File: src/hw/tgmc_pkg.sv
// constants for the timing generator miscellaneous control registers
`default_nettype none
package tgmc_pkg;
    // serial frame layout: address first, then data, both lsb first
    localparam int unsigned ADDR_BITS = 12;
    localparam int unsigned DATA_BITS = 28;
    localparam int unsigned FRAME_BITS = ADDR_BITS + DATA_BITS;

    // register addresses
    localparam logic [11:0] ADDR_SWEEP_CTRL  = 12'h0e6;
    localparam logic [11:0] ADDR_STARTUP     = 12'h0ea;
    localparam logic [11:0] ADDR_MUX_CTRL    = 12'h0eb;
    localparam logic [11:0] ADDR_FIELD_PULSE = 12'h0f1;
    localparam logic [11:0] ADDR_STBY3_POL   = 12'h0f4;

    // register widths
    localparam int unsigned STBY3_POL_W = 25;
    localparam int unsigned STARTUP_W   = 10;
    localparam int unsigned MUX_CTRL_W  = 16;
    localparam int unsigned FIELD_CTL_W = 4;

    // reset values
    localparam logic [24:0] STBY3_POL_RST = 25'h0000000;
    localparam logic        SWEEP_RST     = 1'h0;
    localparam logic [9:0]  STARTUP_RST   = 10'h000;
    localparam logic [15:0] MUX_CTRL_RST  = 16'h0300;
    localparam logic [3:0]  FIELD_CTL_RST = 4'h0;

    // standby polarity word fields
    localparam int unsigned POL_SUBCK_BIT = 21;
    localparam int unsigned POL_BIAS_BIT  = 22;
    localparam int unsigned POL_SHUT_BIT  = 23;
    localparam int unsigned POL_FLASH_BIT = 24;

    // mux control fields
    localparam int unsigned TEST_A_LSB     = 0;
    localparam int unsigned TEST_A_MSB     = 11;
    localparam int unsigned BIAS0_SEL_BIT  = 12;
    localparam int unsigned BIAS1_SEL_BIT  = 13;
    localparam int unsigned TEST_B_BIT     = 14;
    localparam int unsigned SHUT_COMBO_BIT = 15;

    // field pulse control fields
    localparam int unsigned FIELD_SEL_LSB = 0;
    localparam int unsigned FIELD_SEL_MSB = 2;
    localparam int unsigned FIELD_EN_BIT  = 3;

    // standby state codes
    localparam logic [1:0] STBY_NONE = 2'h0;

    typedef enum logic [1:0] {
        TGMC_IDLE = 2'b00,
        TGMC_ADDR = 2'b01,
        TGMC_DATA = 2'b11
    } tgmc_ser_state_t;
endpackage
`default_nettype wire

File: src/hw/tgmc_misc_regs.sv
// miscellaneous control registers and standby output gating of the timing generator
`default_nettype none
module tgmc_misc_regs
    import tgmc_pkg::*;
(
    // clock and reset
    input  wire logic        clk_sys,
    input  wire logic        sys_rst,
    // serial register port
    input  wire logic        serClk,
    input  wire logic        serData,
    input  wire logic        serLoadN,
    // timing core state
    input  wire logic [1:0]  standbyState,
    input  wire logic        output_gate_input,
    input  wire logic [2:0]  fieldCount,
    input  wire logic        fieldStart,
    // internal timing signals
    input  wire logic        substrateClockInt,
    input  wire logic        bias_sig_zero,
    input  wire logic        bias_sig_one,
    input  wire logic        shutter_sig_zero,
    input  wire logic        shutter_sig_one,
    input  wire logic        shutter_sig_two,
    input  wire logic        flashInt,
    // outputs
    output logic             substrate_clock_out,
    output logic [1:0]       substrate_bias_out,
    output logic             mech_shutter_out,
    output logic             flashOut,
    output logic             field_pulse_out,
    output logic             sweep_extend_bit,
    output logic [9:0]       startup_setting,
    output logic [11:0]      test_field_a,
    output logic             test_bit_b
);
    logic                   wrStrobe;
    logic [11:0]            wrAddr;
    logic [27:0]            wrData;
    logic [STBY3_POL_W-1:0] stbyPol_r;
    logic [MUX_CTRL_W-1:0]  muxCtrl_r;
    logic [FIELD_CTL_W-1:0] fieldCtl_r;
    logic                   holdOutputs;
    logic                   bias0Nxt;
    logic                   bias1Nxt;
    logic                   shutNxt;

    tgmc_serial_rx u_rx (
        .clk_sys  (clk_sys),
        .sys_rst  (sys_rst),
        .serClk   (serClk),
        .serData  (serData),
        .serLoadN (serLoadN),
        .wrStrobe (wrStrobe),
        .wrAddr   (wrAddr),
        .wrData   (wrData)
    );

    // register writes land the cycle after the frame's last bit
    always_ff @(posedge clk_sys or posedge sys_rst) begin
        if (sys_rst) begin
            stbyPol_r        <= STBY3_POL_RST;
            sweep_extend_bit <= SWEEP_RST;
            startup_setting  <= STARTUP_RST;
            muxCtrl_r        <= MUX_CTRL_RST;
            fieldCtl_r       <= FIELD_CTL_RST;
        end else if (wrStrobe) begin
            unique case (wrAddr)
                ADDR_STBY3_POL:   stbyPol_r        <= wrData[STBY3_POL_W-1:0];
                ADDR_SWEEP_CTRL:  sweep_extend_bit <= wrData[0];
                // host is expected to load the start-up value here
                ADDR_STARTUP:     startup_setting  <= wrData[STARTUP_W-1:0];
                ADDR_MUX_CTRL:    muxCtrl_r        <= wrData[MUX_CTRL_W-1:0];
                ADDR_FIELD_PULSE: fieldCtl_r       <= wrData[FIELD_CTL_W-1:0];
                default: begin
                    // other addresses belong to other blocks
                end
            endcase
        end
    end

    // test bits only exposed, host keeps bit 14 clear
    always_ff @(posedge clk_sys or posedge sys_rst) begin
        if (sys_rst) begin
            test_field_a <= MUX_CTRL_RST[TEST_A_MSB:TEST_A_LSB];
            test_bit_b   <= MUX_CTRL_RST[TEST_B_BIT];
        end else begin
            test_field_a <= muxCtrl_r[TEST_A_MSB:TEST_A_LSB];
            test_bit_b   <= muxCtrl_r[TEST_B_BIT];
        end
    end

    assign holdOutputs = (standbyState != STBY_NONE) || !output_gate_input;

    assign bias0Nxt = muxCtrl_r[BIAS0_SEL_BIT] ? (shutter_sig_zero ^ bias_sig_zero)
                                               : bias_sig_zero;
    assign bias1Nxt = muxCtrl_r[BIAS1_SEL_BIT] ? (shutter_sig_zero ^ bias_sig_one)
                                               : bias_sig_one;
    assign shutNxt  = muxCtrl_r[SHUT_COMBO_BIT] ? (shutter_sig_zero ^ shutter_sig_two)
                                                : (shutter_sig_zero ^ shutter_sig_one);

    // one register stage on every output keeps the pins glitch free
    always_ff @(posedge clk_sys or posedge sys_rst) begin
        if (sys_rst) begin
            substrate_clock_out <= 1'b0;
            substrate_bias_out  <= 2'h0;
            mech_shutter_out    <= 1'b0;
            flashOut            <= 1'b0;
        end else if (holdOutputs) begin
            substrate_clock_out <= stbyPol_r[POL_SUBCK_BIT];
            substrate_bias_out  <= {2{stbyPol_r[POL_BIAS_BIT]}};
            mech_shutter_out    <= stbyPol_r[POL_SHUT_BIT];
            flashOut            <= stbyPol_r[POL_FLASH_BIT];
        end else begin
            substrate_clock_out <= substrateClockInt;
            substrate_bias_out  <= {bias1Nxt, bias0Nxt};
            mech_shutter_out    <= shutNxt;
            flashOut            <= flashInt;
        end
    end

    // field pulse: one cycle at the start of the selected field
    always_ff @(posedge clk_sys or posedge sys_rst) begin
        if (sys_rst) begin
            field_pulse_out <= 1'b0;
        end else begin
            field_pulse_out <= fieldCtl_r[FIELD_EN_BIT] && fieldStart
                && (fieldCount == fieldCtl_r[FIELD_SEL_MSB:FIELD_SEL_LSB]);
        end
    end
endmodule // tgmc_misc_regs
`default_nettype wire

File: src/hw/tgmc_serial_rx.sv
// 3-wire serial write receiver, sampled on the system clock
`default_nettype none
module tgmc_serial_rx
    import tgmc_pkg::*;
(
    // clock and reset
    input  wire logic        clk_sys,
    input  wire logic        sys_rst,
    // serial pins
    input  wire logic        serClk,
    input  wire logic        serData,
    input  wire logic        serLoadN,
    // decoded write
    output logic             wrStrobe,
    output logic [11:0]      wrAddr,
    output logic [27:0]      wrData
);
    tgmc_ser_state_t state_r;
    logic            serClkPrev_r;
    logic [5:0]      bitCnt_r;
    logic [39:0]     shift_r;
    logic            rise;
    logic [39:0]     shiftNxt;

    assign rise     = serClk && !serClkPrev_r && !serLoadN;
    assign shiftNxt = {serData, shift_r[39:1]};

    always_ff @(posedge clk_sys or posedge sys_rst) begin
        if (sys_rst) begin
            serClkPrev_r <= 1'b0;
        end else begin
            serClkPrev_r <= serClk;
        end
    end

    always_ff @(posedge clk_sys or posedge sys_rst) begin
        if (sys_rst) begin
            state_r  <= TGMC_IDLE;
            bitCnt_r <= 6'h00;
            shift_r  <= 40'h0000000000;
            wrStrobe <= 1'b0;
            wrAddr   <= 12'h000;
            wrData   <= 28'h0000000;
        end else begin
            wrStrobe <= 1'b0;
            if (serLoadN) begin
                // frame aborted or ended: partial words are dropped
                state_r  <= TGMC_IDLE;
                bitCnt_r <= 6'h00;
            end else if (rise) begin
                shift_r <= shiftNxt;
                unique case (state_r)
                    TGMC_IDLE: begin
                        state_r  <= TGMC_ADDR;
                        bitCnt_r <= 6'h01;
                    end
                    TGMC_ADDR: begin
                        bitCnt_r <= bitCnt_r + 6'h01;
                        if (bitCnt_r == 6'(ADDR_BITS - 1)) begin
                            state_r <= TGMC_DATA;
                        end
                    end
                    TGMC_DATA: begin
                        if (bitCnt_r == 6'(FRAME_BITS - 1)) begin
                            wrStrobe <= 1'b1;
                            wrAddr   <= shiftNxt[11:0];
                            wrData   <= shiftNxt[39:12];
                            state_r  <= TGMC_IDLE;
                            bitCnt_r <= 6'h00;
                        end else begin
                            bitCnt_r <= bitCnt_r + 6'h01;
                        end
                    end
                    default: begin
                        state_r <= TGMC_IDLE;
                    end
                endcase
            end
        end
    end
endmodule // tgmc_serial_rx
`default_nettype wire

File: config.mk
export PLATFORM = sky130hd
export DESIGN_NAME = tgmc_misc_regs
export DESIGN_NICKNAME = d
export VERILOG_FILES = /design/src/hw/tgmc_pkg.sv /design/src/hw/tgmc_misc_regs.sv /design/src/hw/tgmc_serial_rx.sv
export SDC_FILE = /design/constraint.sdc
export NUM_CORES = 1
export LEC_CHECK = 0
export ABC_AREA = 1
export ABC_CLOCK_PERIOD_IN_PS = 2400
export BUFFER_PORTS_ARGS = -buffer_cell sky130_fd_sc_hd__buf_2
export CORE_AREA = 2 2 108 110
export DETAILED_ROUTE_END_ITERATION = 16
export DIE_AREA = 0 0 110 112
export GPL_ROUTABILITY_DRIVEN = 0
export PLACE_DENSITY = 0.75
export SYNTH_ARGS = -nofsm -noshare
export SYNTH_HDL_FRONTEND = slang
export SYNTH_HIERARCHICAL = 1
export SYNTH_SLANG_ARGS = --single-unit
File: constraint.sdc
create_clock -name clk_sys -period 2.4 [get_ports clk_sys]
set_input_delay 0.24 -clock clk_sys [delete_from_list [all_inputs] [get_ports clk_sys]]
set_output_delay 0.24 -clock clk_sys [all_outputs]
set_load 0.02 [all_outputs]
# == Word-level counts from Yosys, hierarchy flattened ==
# Index checks and enable logic that the tools add are counted.
# totals
reg_bits,162
input_bits,19
output_inout_bits,30
word_cells,78
# classes
addsub,1
n_eq_ne,12
n_mux,20
n_bitwise,5
reduce_logical,21
# ops
op,count
12-bit by 8-bit equality test with 1-bit output (second input constant),5
6-bit two-way mux,3
6-bit case mux with 3 select lines,1
2-bit AND reduction,7
1-bit two-way mux,10
2-bit two-way mux,5
6-bit by 1-bit adder with 6-bit output (second input constant),1
6-bit by 4-bit equality test with 1-bit output (second input constant),1
6-bit equality test (second input constant),1
3-bit by 2-bit inequality test with 1-bit output (second input constant),2
2-bit case mux with 3 select lines,1
1-bit logical AND,4
4-bit AND reduction,1
2-bit nonzero test,2
4-bit nonzero test,1
1-bit XOR,4
3-bit equality test,1
1-bit logical NOT,3
3-bit AND reduction,1
2-bit by 1-bit equality test with 1-bit output (second input constant),1
2-bit equality test (second input constant),1
2-bit logical NOT,1
1-bit logical OR,1
1-bit inverter,1

# == Depth between registers and ports, before layout ==
# logic_depth
ltp_word,5
mapped_depth,10

# == By module ==
# The synthesis kept the hierarchy.
# modules_own_cells
module,instances,cells_per_inst,area_per_inst_um2,seq_area_each_um2
tgmc_serial_rx,1,378,3708.6,2227.1
tgmc_misc_regs,1,223,2178.3,1356.3

# == Worst setup path before layout ==
# Ideal clock, no wire load.
# synth_timing
kind,flip-flop to flip-flop
from,register u_rx.bitCnt_r[0]
to,register u_rx.wrAddr[0]
t_arrival_ps,1264
required_time_ps,2284
slack_ps,1020
path_stages_with_launch,11
period_less_slack_ps,1380
cell_sequence,dfrtp_1 ha_1 nand2_2 clkinv_2 nand3_4 nor2_4 nand2_4 buf_6 clkinv_4 nand2_2 nand2_1
# synth_between
elab_chain_cells,2
# synth_rtl
item,line,rtl
start: declaration,tgmc_serial_rx.sv:20,logic [5:0] bitCnt_r;
start signal: assignment,tgmc_serial_rx.sv:58,bitCnt_r <= bitCnt_r + 6'h01;
start signal: assignment,tgmc_serial_rx.sv:71,bitCnt_r <= bitCnt_r + 6'h01;
6-bit equality test,tgmc_serial_rx.sv:64,if (bitCnt_r == 6'(FRAME_BITS - 1)) begin
4-bit AND reduction (no line),n/a,
end signal: assignment,tgmc_serial_rx.sv:66,wrAddr <= shiftNxt[11:0];
end: declaration,tgmc_serial_rx.sv:15,"output logic [11:0] wrAddr,"
# No other way between the ends.
# A chain may end at the register's enable or synchronous reset.

# == Final worst setup path ==
# layout_timing
from,register u_rx.bitCnt_r[0]
to,register u_rx.wrData[1]
# layout_between
elab_chain_cells,2
# layout_rtl
item,line,rtl
6-bit equality test,tgmc_serial_rx.sv:64,
4-bit AND reduction (no line),n/a,
end signal: assignment,tgmc_serial_rx.sv:67,wrData <= shiftNxt[39:12];
end: declaration,tgmc_serial_rx.sv:16,output logic [27:0] wrData
# No other way between the ends.

==> flow_metrics.tcl <==
set metrics [dict create \
    worstPathMaxFanout 18 \
    dr_total_vias 3872 \
    status "finished, final reports clean" \
    cts.sinks 135 \
    drv_slew 0 \
    die_h_um 112 \
    vdd_ir_drop_max_uv 534 \
    start_util_pct 50.0 \
    reg2reg_from "u_rx/bitCnt_r[0]$_DFFE_PP0P_" \
    hold_end "substrate_clock_out$_DFF_PP0_" \
    layout.nets 652 \
    setup_viol 0 \
    hold_path_depth 3 \
    reg2reg_slack_ns 0.65 \
    reg2reg_depth 9 \
    fmax_mhz 573 \
    antennaDiodeCount 0 \
    grt_pass1_wl_um 17200 \
    p_per_area_nw_per_um2 868 \
    synth_warnings 6 \
    finalHoldViolations 0 \
    clk_latency_ns 0.41 \
    drive_gt1_share_pct 23.6 \
    die-area_um2 12300 \
    min_period_ns 1.75 \
    slew_headroom_pct 41.5 \
    stdcell_count 788 \
    ioPinCount 49 \
    dp_hpwl_um 6160 \
    required_ns 2.73 \
    drc 0 \
    htree_levels 4 \
    drt_iter0_drc 274 \
    hp-start "substrateClockInt" \
    port_buffers 48 \
    overflow 0 \
    drv_cap 0 \
    grt_max_degree 80 \
    criticalPathCategory "reg -> reg" \
    syn_avg_cell_area_um2 9.68 \
    grt_pass1_vias 3791 \
    synth_cells 577 \
    die-width_um 110 \
    leakage_uw 0.00328 \
    final.fill_count 918 \
    tightestPinTransition_ns 0.876 \
    ant_nets 0 \
    drt-total-wl_um 9780 \
    clockBufferDepth 2 \
    rsz0062_at_grt "no" \
    cts_buffers 17 \
    syn_area_um2 5590 \
    drt_pass1_iterations 5 \
    antenna_found_initial 0 \
    cts_tree "built" \
    grt_util_all_layers_pct 17.7 \
    cp-start-kind "flop" \
    fin_worst_skew_ns 0.0106 \
    reg2reg_to "u_rx/wrData[1]$_DFFE_PP0P_" \
    viasPerCell 4.91 \
    post_cts_buffers 0 \
    fin_crit_sh_pct 72.7 \
    worstPathArrival_ns 2.08 \
    syn2layout_area_growth_pct 19.7 \
    cts-root-buf "clkbuf_16" \
    wl_per_cell_um 12.4 \
    clk_pin_slew_ns 0.05 \
    fin_setup_tns_ns 0 \
    synth_nets 597 \
    hp-class "in -> reg" \
    endpoint_kind "flop" \
    place_inst 754 \
    rows 39 \
    core-area_um2 11200 \
]
[cell usage in the layout (no fill, tap or decap), types with 5 or more instances in the layout]
cell,n
dfrtp_1,131
inv_1,70
o21ai_2,41
bufinv_16,9
o21ai_0,44
o21ai_1,10
clkbuf_16,17
nand2_2,5
buf_2,48
nand3_1,23
nor2_1,21
nand2_1,178
[worst max-delay path by stage]
stage	slack, ns	depth (start not counted)	startpoint	to
after floorplan	0.08	1	sys_rst	u_rx/bitCnt_r[0]$_DFFE_PP0P_
after global placement	0.75	9	u_rx/bitCnt_r[0]$_DFFE_PP0P_	u_rx/wrData[0]$_DFFE_PP0P_
after detailed placement	0.67	9	u_rx/bitCnt_r[0]$_DFFE_PP0P_	u_rx/wrAddr[11]$_DFFE_PP0P_
after CTS	0.64	9	u_rx/bitCnt_r[0]$_DFFE_PP0P_	u_rx/wrData[1]$_DFFE_PP0P_
after global routing	0.53	9	u_rx/bitCnt_r[0]$_DFFE_PP0P_	u_rx/wrData[1]$_DFFE_PP0P_
final	0.65	9	u_rx/bitCnt_r[0]$_DFFE_PP0P_	u_rx/wrData[1]$_DFFE_PP0P_
[routing by layer]
metal,track usage [%],wire [um]
met5,0,0
met4,8.02,164
met3,4.22,329
met2,28.2,4980
met1,22.9,4310
[timing repair]
action                                 4_1_cts  5_1_grt
hold buffers                                 2        0
gates resized for setup                      0        0
setup endpoints to repair                    0        0
endpoints found under the hold margin       26        0
[layout make-up]
type	count	area [um^2]	area share, %
clock buffer	19	443	6.62
clock inverter	13	299	4.47
inverter	75	288	4.30
multi-input combinational	347	1750	26.2
sequential	135	3380	50.6
tap	143	179	2.67
timing repair buffer	56	343	5.13
[power breakdown]
group	internal, uW	switching (uW)
clock network	2290	944
registers	2330	36.8
logic	65.6	144
[per-stage QoR]
stage	utilization (%)	cell area, um^2	hold WS (ns)	worst slack, ns	total power, uW
final	59.9	6690	0.0336	0.654	5810
after global routing	59.9	6690	0.0366	0.526	6010
after CTS	59.9	6690	0.0216	0.636	5860
after detailed placement	53.0	5930	0.357	0.670	2610
after global placement	53.0	5930	0.356	0.749	2600
after floorplan	-	5590	0.271	0.0799	2540
[registers in the layout (all words and copies together), names as in the netlist]
signal,cells
fieldCtl_r,4
field_pulse_out,1
flashOut,1
mech_shutter_out,1
muxCtrl_r,16
startup_setting,10
stbyPol_r,4
substrate_bias_out,2
substrate_clock_out,1
sweep_extend_bit,1
test_bit_b,1
test_field_a,12
u_rx/bitCnt_r,6
u_rx/serClkPrev_r,1
u_rx/shift_r,39
u_rx/state_r,2
u_rx/wrAddr,12
u_rx/wrData,20
u_rx/wrStrobe,1
[worst max-delay path, cell delays in order, from the launching register on]
cell and delay, ns:
dfrtp_1 0.40, ha_1 0.24, nand2_2 0.10, clkinv_2 0.09
nand3_4 0.08, nor2_4 0.04, nand2_4 0.23, buf_4 0.31
nand2_1 0.10, o21ai_2 0.07
Power figures use the tool's default switching activity.
